--- config.mk ---
export PLATFORM = sky130hd
export DESIGN_NAME = iac_ctrl
export DESIGN_NICKNAME = d
export VERILOG_FILES = /design/src/logic/iac_pkg.sv /design/src/logic/iac_ctrl.sv
export VERILOG_INCLUDE_DIRS = /design/src /design/src/logic
export SDC_FILE = /design/constraint.sdc
export NUM_CORES = 1
export LEC_CHECK = 0
export BUFFER_PORTS_ARGS = -buffer_cell sky130_fd_sc_hd__buf_2
export CAP_MARGIN = 20
export CORE_MARGIN = 1.5
export CORE_UTILIZATION = 29
export CTS_CLUSTER_SIZE = 10
export DETAILED_ROUTE_END_ITERATION = 7
export GPL_TIMING_DRIVEN = 0
export PLACE_DENSITY = 0.62
export SYNTH_ARGS = -nofsm -noshare
export SYNTH_HDL_FRONTEND = slang
export SYNTH_SLANG_ARGS = --single-unit
export TNS_END_PERCENT = 50
--- constraint.sdc ---
create_clock -name pclk -period 4.1 [get_ports pclk]
set_input_delay 0.205 -clock pclk [delete_from_list [all_inputs] [get_ports pclk]]
set_output_delay 0.205 -clock pclk [all_outputs]
set_load 0.02 [all_outputs]
--- src/logic/iac_defines.svh ---
// constants for the injected-channel and any-channel control block
// assumes apb byte addressing with 32-bit data
// Contract
// - edge field 00 both, 01 falling, 10 rising, 11 blocks triggers
// - delay field 000 none, else 4,16,32,64,128,256,512 pclk cycles before sampling
// - only first channel of a triggered scan waits for the delay
// - five-bit source select from fixed codes; other codes are invalid
// - hardware triggers start injected conversion only when trigger enable set
// - software sets start after enabling; bit reads 0 when done or idle
// - hardware clears start bit when injected conversion completes
// - start bit forced to 0 while conversion enable is 0, and by reset
// - auto-conversion bit turns automatic injected conversion on or off
// - end-of-sequence request raised only when its enable is set
// - end-of-conversion request raised only when its enable is set
// - end-of-sampling request raised only when its enable is set
// - conversion enable allows injected conversions when set
// - bit 0 enables any-channel mode
// - during scan any-channel writes go to shadow, copied at last channel start
`ifndef IAC_DEFINES_SVH
`define IAC_DEFINES_SVH
`define IAC_CTRL_OFF     12'h068
`define IAC_STAT_OFF     12'h06C
`define IAC_MASK_OFF     12'h070
`define IAC_CTRL_RESET   32'h0000_0000
`define IAC_CTRL_WMASK   32'h0003_FFFF
`define IAC_EDGE_BOTH    2'h0
`define IAC_EDGE_FALL    2'h1
`define IAC_EDGE_RISE    2'h2
`define IAC_EDGE_BLOCK   2'h3
`define IAC_SRC_MAX      5'h11
`define IAC_BIT_START    6
`define IAC_BIT_ANYEN    0
`define IAC_DLY_C1       10'h004
`define IAC_DLY_C2       10'h010
`define IAC_DLY_C3       10'h020
`define IAC_DLY_C4       10'h040
`define IAC_DLY_C5       10'h080
`define IAC_DLY_C6       10'h100
`define IAC_DLY_C7       10'h200
`endif

--- src/logic/iac_pkg.sv ---
// types for the injected-channel and any-channel control block
// assumes iac_defines.svh is available for the numbers
package iac_pkg;
    typedef struct packed {
        logic [13:0] rsvd;
        logic [1:0]  edge_sel;
        logic [2:0]  delay_sel;
        logic [4:0]  src_sel;
        logic        hw_trig_en;
        logic        conv_start;
        logic        auto_conv;
        logic        eos_ie;
        logic        eoc_ie;
        logic        eosmp_ie;
        logic        conv_en;
        logic        anychan_en;
    } iac_ctrl_t;
    typedef enum logic [1:0] {
        IAC_IDLE  = 2'b00,
        IAC_DELAY = 2'b01,
        IAC_RUN   = 2'b10
    } iac_state_t;
endpackage : iac_pkg

--- src/logic/iac_ctrl.sv ---
// injected-channel trigger, start bit, interrupts and any-channel control
// assumes the analog core reports sample/conversion/sequence ends as pulses
//
// The implementer's own choice: the APB register port.
`timescale 1ns/100ps
`include "iac_defines.svh"
module iac_ctrl import iac_pkg::*; (
    input  wire logic        pclk,          // 20 MHz bus clock
    input  wire logic        presetn,       // async reset
    input  wire logic        psel,          // apb select
    input  wire logic        penable,       // apb enable
    input  wire logic        pwrite,        // apb direction
    input  wire logic [11:0] paddr,         // apb byte address
    input  wire logic [31:0] pwdata,        // apb write data
    output logic      [31:0] prdata,        // apb read data
    output logic             pready,        // apb ready
    output logic             pslverr,       // apb error
    input  wire logic [17:0] trig_in,       // hardware trigger lines by source code
    input  wire logic        scan_active,   // core in one-cycle/continuous scan
    input  wire logic        last_ch_start, // core starts last channel
    input  wire logic        samp_end,      // end of sampling pulse
    input  wire logic        conv_end,      // end of conversion pulse
    input  wire logic        seq_end,       // end of sequence pulse
    output logic             sample_go,     // start sampling pulse to core
    output logic             inj_busy,      // injected sequence in progress
    output logic             auto_conv,     // automatic injected conversion
    output logic             anychan_mode,  // working any-channel enable
    output logic             src_invalid,   // selected source code invalid
    output logic             irq            // interrupt level
);
    iac_ctrl_t  ctrl_r;
    iac_state_t state_r;
    logic [9:0] dly_cnt_r;
    logic       trig_d_r;
    logic       any_work_r;
    logic [2:0] stat_r;
    logic [2:0] mask_r;
    logic       wr, rd, trig_lvl, trig_evt, sw_go, hw_go;
    logic [2:0] ev;

    // the step from 4 to 16 breaks the doubling pattern, so a table is safer than a shift
    function automatic logic [9:0] delay_cycles(input logic [2:0] c);
        case (c)
            3'h1:    delay_cycles = `IAC_DLY_C1;
            3'h2:    delay_cycles = `IAC_DLY_C2;
            3'h3:    delay_cycles = `IAC_DLY_C3;
            3'h4:    delay_cycles = `IAC_DLY_C4;
            3'h5:    delay_cycles = `IAC_DLY_C5;
            3'h6:    delay_cycles = `IAC_DLY_C6;
            3'h7:    delay_cycles = `IAC_DLY_C7;
            default: delay_cycles = 10'h000;
        endcase
    endfunction : delay_cycles

    function automatic logic src_ok(input logic [4:0] s);
        case (s)
            5'h00, 5'h01, 5'h02, 5'h03, 5'h05, 5'h07, 5'h08, 5'h09,
            5'h0A, 5'h0B, 5'h0D, 5'h0F, 5'h10, 5'h11: src_ok = 1'b1;
            default:                                   src_ok = 1'b0;
        endcase
    endfunction : src_ok

    assign wr      = psel & penable & pwrite;
    assign rd      = psel & ~pwrite;
    assign pready  = 1'b1;
    assign pslverr = 1'b0;

    // source 00101 merges the two compare outputs on lines 16 and 17
    always_comb begin
        trig_lvl = 1'b0;
        if (ctrl_r.src_sel == 5'h05) begin
            trig_lvl = trig_in[16] | trig_in[17];
        end else if (src_ok(ctrl_r.src_sel)) begin
            trig_lvl = trig_in[ctrl_r.src_sel];
        end
    end
    assign src_invalid = ~src_ok(ctrl_r.src_sel);

    always_comb begin
        case (ctrl_r.edge_sel)
            `IAC_EDGE_BOTH: trig_evt = trig_lvl ^ trig_d_r;
            `IAC_EDGE_FALL: trig_evt = ~trig_lvl & trig_d_r;
            `IAC_EDGE_RISE: trig_evt = trig_lvl & ~trig_d_r;
            default:        trig_evt = 1'b0;
        endcase
    end

    assign hw_go = trig_evt & ctrl_r.hw_trig_en & ctrl_r.conv_en & ~src_invalid;
    assign sw_go = wr && paddr == `IAC_CTRL_OFF && pwdata[`IAC_BIT_START] && ctrl_r.conv_en
                   && !ctrl_r.conv_start;

    always_ff @(posedge pclk or negedge presetn) begin
        if (!presetn) begin
            trig_d_r <= 1'b0;
        end else begin
            trig_d_r <= trig_lvl;
        end
    end

    // sequencer: only the first sample of a sequence waits out the delay
    always_ff @(posedge pclk or negedge presetn) begin
        if (!presetn) begin
            state_r   <= IAC_IDLE;
            dly_cnt_r <= 10'h000;
        end else if (!ctrl_r.conv_en) begin
            state_r   <= IAC_IDLE;
        end else begin
            case (state_r)
                IAC_IDLE: begin
                    if (hw_go) begin
                        dly_cnt_r <= delay_cycles(ctrl_r.delay_sel);
                        state_r   <= IAC_DELAY;
                    end else if (sw_go) begin
                        dly_cnt_r <= 10'h000;
                        state_r   <= IAC_DELAY;
                    end
                end
                IAC_DELAY: begin
                    if (dly_cnt_r == 10'h000) begin
                        state_r <= IAC_RUN;
                    end else begin
                        dly_cnt_r <= dly_cnt_r - 10'h001;
                    end
                end
                IAC_RUN: begin
                    if (seq_end) begin
                        state_r <= IAC_IDLE;
                    end
                end
                default: state_r <= IAC_IDLE;
            endcase
        end
    end

    assign sample_go = (state_r == IAC_DELAY) && (dly_cnt_r == 10'h000);
    assign inj_busy  = (state_r != IAC_IDLE);
    assign auto_conv = ctrl_r.auto_conv;

    always_ff @(posedge pclk or negedge presetn) begin
        if (!presetn) begin
            ctrl_r <= `IAC_CTRL_RESET;
        end else begin
            if (wr && paddr == `IAC_CTRL_OFF) begin
                ctrl_r <= iac_ctrl_t'(pwdata & `IAC_CTRL_WMASK);
            end
            if (hw_go) begin
                ctrl_r.conv_start <= 1'b1;
            end
            if (seq_end && state_r == IAC_RUN) begin
                ctrl_r.conv_start <= 1'b0;
            end
            if (!ctrl_r.conv_en || (wr && paddr == `IAC_CTRL_OFF && !pwdata[1])) begin
                ctrl_r.conv_start <= 1'b0;
            end
        end
    end

    // working any-channel enable follows the shadow outside scans and at the last channel start
    always_ff @(posedge pclk or negedge presetn) begin
        if (!presetn) begin
            any_work_r <= 1'b0;
        end else if (!scan_active || last_ch_start) begin
            any_work_r <= ctrl_r.anychan_en;
        end
    end
    assign anychan_mode = any_work_r;

    assign ev = {seq_end, conv_end, samp_end} & {3{state_r == IAC_RUN}};

    always_ff @(posedge pclk or negedge presetn) begin
        if (!presetn) begin
            stat_r <= 3'h0;
            mask_r <= 3'h0;
        end else begin
            if (wr && paddr == `IAC_MASK_OFF) begin
                mask_r <= pwdata[2:0];
            end
            if (wr && paddr == `IAC_STAT_OFF) begin
                stat_r <= (stat_r & ~pwdata[2:0]) | ev;
            end else begin
                stat_r <= stat_r | ev;
            end
        end
    end

    // status bits 2:0 are seq, conv, sample; enables come from the control word
    assign irq = |(stat_r & mask_r & {ctrl_r.eos_ie, ctrl_r.eoc_ie, ctrl_r.eosmp_ie});

    always_ff @(posedge pclk or negedge presetn) begin
        if (!presetn) begin
            prdata <= 32'h0000_0000;
        end else if (rd && !penable) begin
            case (paddr)
                `IAC_CTRL_OFF: prdata <= ctrl_r;
                `IAC_STAT_OFF: prdata <= {29'h0000_0000, stat_r};
                `IAC_MASK_OFF: prdata <= {29'h0000_0000, mask_r};
                default:       prdata <= 32'h0000_0000;
            endcase
        end
    end

    property p_start_clr;
        @(posedge pclk) disable iff (!presetn)
        !ctrl_r.conv_en |=> !ctrl_r.conv_start;
    endproperty
    a_start_clr: assert property (p_start_clr) else $error("start bit not cleared");

    property p_done_clr;
        @(posedge pclk) disable iff (!presetn)
        (seq_end && state_r == IAC_RUN && !hw_go) |=> !ctrl_r.conv_start;
    endproperty
    a_done_clr: assert property (p_done_clr) else $error("start bit kept after done");

    property p_block;
        @(posedge pclk) disable iff (!presetn)
        ctrl_r.edge_sel == `IAC_EDGE_BLOCK |-> !hw_go;
    endproperty
    a_block: assert property (p_block) else $error("blocked trigger accepted");

    property p_trig_en;
        @(posedge pclk) disable iff (!presetn)
        !ctrl_r.hw_trig_en |-> !hw_go;
    endproperty
    a_trig_en: assert property (p_trig_en) else $error("trigger taken while disabled");

    property p_delay4;
        @(posedge pclk) disable iff (!presetn)
        (state_r == IAC_IDLE && hw_go && ctrl_r.delay_sel == 3'h1 && ctrl_r.conv_en)
        |=> !sample_go [*4] ##1 (sample_go || !ctrl_r.conv_en);
    endproperty
    a_delay4: assert property (p_delay4) else $error("delay of 4 wrong");

    property p_irq;
        @(posedge pclk) disable iff (!presetn)
        irq |-> |({ctrl_r.eos_ie, ctrl_r.eoc_ie, ctrl_r.eosmp_ie} & stat_r);
    endproperty
    a_irq: assert property (p_irq) else $error("irq without enabled flag");

    property p_shadow;
        @(posedge pclk) disable iff (!presetn)
        (scan_active && !last_ch_start) |=> $stable(any_work_r);
    endproperty
    a_shadow: assert property (p_shadow) else $error("any-channel changed mid scan");

    property p_invalid;
        @(posedge pclk) disable iff (!presetn)
        src_invalid |-> !hw_go;
    endproperty
    a_invalid: assert property (p_invalid) else $error("invalid source triggered");

    // edge qualification seen from the accepted trigger back to the selected line
    property p_fall;
        @(posedge pclk) disable iff (!presetn)
        (ctrl_r.edge_sel == `IAC_EDGE_FALL && hw_go) |-> (!trig_lvl && trig_d_r);
    endproperty
    a_fall: assert property (p_fall) else $error("falling edge mode took other edge");

    property p_rise;
        @(posedge pclk) disable iff (!presetn)
        (ctrl_r.edge_sel == `IAC_EDGE_RISE && hw_go) |-> (trig_lvl && !trig_d_r);
    endproperty
    a_rise: assert property (p_rise) else $error("rising edge mode took other edge");

    property p_both;
        @(posedge pclk) disable iff (!presetn)
        (ctrl_r.edge_sel == `IAC_EDGE_BOTH && hw_go) |-> (trig_lvl != trig_d_r);
    endproperty
    a_both: assert property (p_both) else $error("double edge mode took no edge");

    property p_sw_nodelay;
        @(posedge pclk) disable iff (!presetn)
        (state_r == IAC_IDLE && sw_go && !hw_go) |=> sample_go;
    endproperty
    a_sw_nodelay: assert property (p_sw_nodelay) else $error("software start delayed");

    property p_dly_load;
        @(posedge pclk) disable iff (!presetn)
        (state_r == IAC_IDLE && hw_go) |=> dly_cnt_r == delay_cycles($past(ctrl_r.delay_sel));
    endproperty
    a_dly_load: assert property (p_dly_load) else $error("delay count loaded wrong");

    property p_dly_count;
        @(posedge pclk) disable iff (!presetn)
        (state_r == IAC_DELAY && dly_cnt_r != 10'h000 && ctrl_r.conv_en)
        |=> dly_cnt_r == $past(dly_cnt_r) - 10'h001;
    endproperty
    a_dly_count: assert property (p_dly_count) else $error("delay count skipped");

    // later channels are paced by the core, never by this delay
    property p_run_nodelay;
        @(posedge pclk) disable iff (!presetn)
        (state_r == IAC_RUN) |-> !sample_go;
    endproperty
    a_run_nodelay: assert property (p_run_nodelay) else $error("second delayed start");

    property p_run_exit;
        @(posedge pclk) disable iff (!presetn)
        (state_r == IAC_RUN && seq_end) |=> state_r == IAC_IDLE;
    endproperty
    a_run_exit: assert property (p_run_exit) else $error("sequence end not seen");

    property p_idle_hold;
        @(posedge pclk) disable iff (!presetn)
        (state_r == IAC_IDLE && !hw_go && !sw_go) |=> state_r == IAC_IDLE;
    endproperty
    a_idle_hold: assert property (p_idle_hold) else $error("start without request");

    property p_auto_wr;
        @(posedge pclk) disable iff (!presetn)
        (wr && paddr == `IAC_CTRL_OFF) |=> auto_conv == $past(pwdata[5]);
    endproperty
    a_auto_wr: assert property (p_auto_wr) else $error("auto conversion bit lost");

    property p_ie_off;
        @(posedge pclk) disable iff (!presetn)
        (!ctrl_r.eos_ie && !ctrl_r.eoc_ie && !ctrl_r.eosmp_ie) |-> !irq;
    endproperty
    a_ie_off: assert property (p_ie_off) else $error("irq with all enables off");

    property p_eos_irq;
        @(posedge pclk) disable iff (!presetn)
        (stat_r[2] && mask_r[2] && ctrl_r.eos_ie) |-> irq;
    endproperty
    a_eos_irq: assert property (p_eos_irq) else $error("sequence irq missing");

    property p_eoc_irq;
        @(posedge pclk) disable iff (!presetn)
        (stat_r[1] && mask_r[1] && ctrl_r.eoc_ie) |-> irq;
    endproperty
    a_eoc_irq: assert property (p_eoc_irq) else $error("conversion irq missing");

    property p_eosmp_irq;
        @(posedge pclk) disable iff (!presetn)
        (stat_r[0] && mask_r[0] && ctrl_r.eosmp_ie) |-> irq;
    endproperty
    a_eosmp_irq: assert property (p_eosmp_irq) else $error("sampling irq missing");

    property p_en_idle;
        @(posedge pclk) disable iff (!presetn)
        !ctrl_r.conv_en |=> state_r == IAC_IDLE;
    endproperty
    a_en_idle: assert property (p_en_idle) else $error("sequencer ran while disabled");

    property p_any_free;
        @(posedge pclk) disable iff (!presetn)
        !scan_active |=> anychan_mode == $past(ctrl_r.anychan_en);
    endproperty
    a_any_free: assert property (p_any_free) else $error("mode enable not applied");

    property p_any_last;
        @(posedge pclk) disable iff (!presetn)
        last_ch_start |=> anychan_mode == $past(ctrl_r.anychan_en);
    endproperty
    a_any_last: assert property (p_any_last) else $error("shadow not moved at last channel");

    // set must win over a clear written in the same cycle
    property p_stat_set;
        @(posedge pclk) disable iff (!presetn)
        ev[0] |=> stat_r[0];
    endproperty
    a_stat_set: assert property (p_stat_set) else $error("sampling flag lost");
endmodule : iac_ctrl

==> flow_metrics.py <==
metrics = {
    "worst_hold_path": {
        "worstHoldPathType": "in2reg",
    },
    "floorplanning": {
        "fp.dieH_um": 105,
        "fp.dieArea_um2": 11100,
        "rows": 37,
        "start_util_pct": 29.6,
        "core_um2": 10200,
        "ios": 112,
        "die_x_um": 105,
    },
    "job": {
        "maxCapViolCount": 0,
    },
    "critical_path": {
        "crit_arrival_ps": 3810,
        "worst-endpoint-required_ps": 4300,
        "slowest_delay_ps": 510,
        "worst-setup-path-type": "reg2reg",
        "crit_fanout": 10,
        "cp_cell_sequence": "buf_2, mux4_2, mux4_1, nor2_1, o21a_1, inv_1, ha_1, nor2b_1, o22ai_1, and3_1, buf_6, a311o_4, nand2_4, inv_4, mux2_4",
        "cp-start-kind": "flop",
        "end_kind": "flop",
        "slowest_stage": "mux4_2",
    },
    "timing": {
        "min_period_ps": 3610,
        "finalCritPeriodShare_pct": 88.1,
        "hold_viol": 0,
        "finalWorstSetupSlack_ps": 487,
        "slew_violations": 0,
        "setup_viol": 0,
        "fmax_mhz": 277,
        "relSlewSlack_pct": 55.4,
        "tightest_slew_ps": 663,
        "finClkSkew_ps": 5.97,
        "finalSetupTns_ps": 0,
        "grt_setup_unrepaired": "false",
    },
    "detailed_routing": {
        "firstDrtPassIters": 4,
        "vias": 2495,
        "wirelength_um": 7130,
        "antenna_left": 0,
        "drcViolationCount": 0,
        "wire_per_inst_um": 13.5,
        "drt_iter0_markers": 109,
        "routed_via_density": 4.72,
    },
    "final_layout": {
        "diodes": 0,
        "layout_common_cells": "buf_2 (83), dfrtp_1 (56), nand2_1 (25), a22o_1 (22), mux2_2 (21)",
        "layout_commonest_cell": "buf_2",
        "nNetsFinal": 467,
        "design_area_um2": 3770,
        "synthToLayoutAreaGrowth_pct": 24.6,
        "drive_gt1_share_pct": 36.6,
    },
    "logic_synthesis": {
        "avgSynthCellArea_um2": 10.5,
        "yosysSeqAreaShare_pct": 46.3,
        "yosys_register_bits": 56,
        "synthFlopType": "dfrtp_1",
        "yosysWarnings": 0,
        "syn-instance-count": 289,
        "yosysUniqueCellTypes": 51,
        "async_flop_share_pct": 100,
        "synth_edf_count": 0,
        "post_synth_instance_area_um2": 3030,
    },
    "cts": {
        "clockRootBuffer": "clkbuf_8",
        "cts.reportedPaths.clkPinSlew_ps": 90,
        "htreeDepth": 2,
        "clock_latency_ps": 310,
        "cts_inserted_buffers": 5,
        "ctsHoldBuffers": 1,
        "clock_sinks": 56,
        "cts_tree": "built",
        "clk_path_buf_depth": 2,
        "post_cts_buffers": 0,
        "cts_resized": 0,
    },
    "global_route": {
        "grt_max_degree": 31,
        "grt_overflow": 0,
        "grt_pass1_vias": 2487,
        "track_usage_pct": 13.2,
        "antenna_found_initial": 0,
        "grt_pass1_wl_um": 11800,
    },
    "placement": {
        "gp_congestion": 0.850,
        "preCtsSetupSlack_ps": 476,
        "portBuffers": 80,
        "place_area_um2": 3670,
        "hpwl_um": 5550,
    },
    "power": {
        "p_leak_nw": 1.93,
        "peakVddDrop_mv": 0.141,
        "power_density_nw_per_um2": 251,
    },
    "outcome": {
        "status": "finished clean",
    },
}
==> report_power, final <==
part	total, W	switching [W]	internal (W)
logic	0.0000852	0.0000448	0.0000404
registers	0.000553	0.000000609	0.000553
clock network	0.000309	0.000174	0.000135
==> registers in the layout, summed over array words and instances (netlist names), 2 cells and up <==
register   count
prdata        18
ctrl_r        17
dly_cnt_r     10
mask_r         3
stat_r         3
state_r        2
==> worst paths after layout <==
check	end	slack, ps	startpoint	cells past startpoint
min in group asynchronous	prdata[2]	440	presetn	2
hold reg to reg	prdata[0]	490	prdata[0]	2
hold / removal	ctrl_r[14]	130	pwdata[14]	2
setup reg to reg	dly_cnt_r[1]	490	ctrl_r[8]	15
setup / recovery	dly_cnt_r[1]	490	ctrl_r[8]	15
max in group asynchronous	dly_cnt_r[4]	3080	presetn	3
==> logic make-up (layout without fill, tap and decap cells) <==
| family | Yosys count | count (layout) | synth area share [%] |
|---|---|---|---|
| mux | 30 | 30 | 13.1 |
| fa+ha+maj | 3 | 3 | 1.24 |
| flops | 56 | 56 | 46.3 |
| compound gates | 68 | 68 | 16.0 |
| other cells | 2 | 16 | 0.248 |
| xor+xnor | 1 | 1 | 0.289 |
| buf+inv | 39 | 129 | 7.40 |
| simple gates | 90 | 90 | 15.4 |
==> final cells by class <==
type                            count  area (um^2)
Clock buffer                        6         82.6
Tap cell                          136          170
Clock inverter                      2         10.0
Sequential cell                    56         1400
Buffer                             28          180
Multi-Input combinational cell    208         1460
Timing Repair Buffer               82          430
Inverter                           11         43.8
Fill cell                        1029         6460
==> cells in the mapped netlist, drive strengths merged, types with 7 or more instances <==
| library cell | count | area (um^2) |
|---|---|---|
| nor2b | 7 | 43.8 |
| clkbuf | 7 | 26.3 |
| a21oi | 15 | 75.1 |
| nor2 | 16 | 60.1 |
| nand2 | 26 | 105 |
| dfrtp | 56 | 1400 |
| o21ai | 13 | 65.1 |
| inv | 11 | 43.8 |
| buf | 21 | 154 |
| nand3 | 13 | 65.1 |
| mux2 | 22 | 251 |
| nor3 | 9 | 50.1 |
| a22o | 22 | 193 |
==> critical path: cells and delay by family, from the launching register on <==
kind	cells	cell delay [ps]
AO/OA/AOI/OAI	3	660
AND/OR/NAND/NOR	4	530
flip-flops	1	330
buffers and inverters	4	490
adder cells (fa/ha/maj)	1	180
multiplexers	3	1310
==> metal layers <==
metal,vias to the layer above,track usage (%),share of wire (%)
met5,-,0,0
met4,0,4.31,0.91
met3,8,3.37,5.8
met1,1185,16.5,44
met2,79,22.2,49
li1,1223,-,-
==> metrics by stage <==
stage	power [W]	utilization (%)	hold slack [ps]	std cells
floorplan	0.000604	-	-90.6	303
global placement	0.000646	35.7	441	519
detailed placement	0.000650	35.9	265	520
CTS	0.000958	36.9	124	529
global route	0.000989	36.9	116	529
finish	0.000948	36.9	128	529
Power figures use the tool's default switching activity.
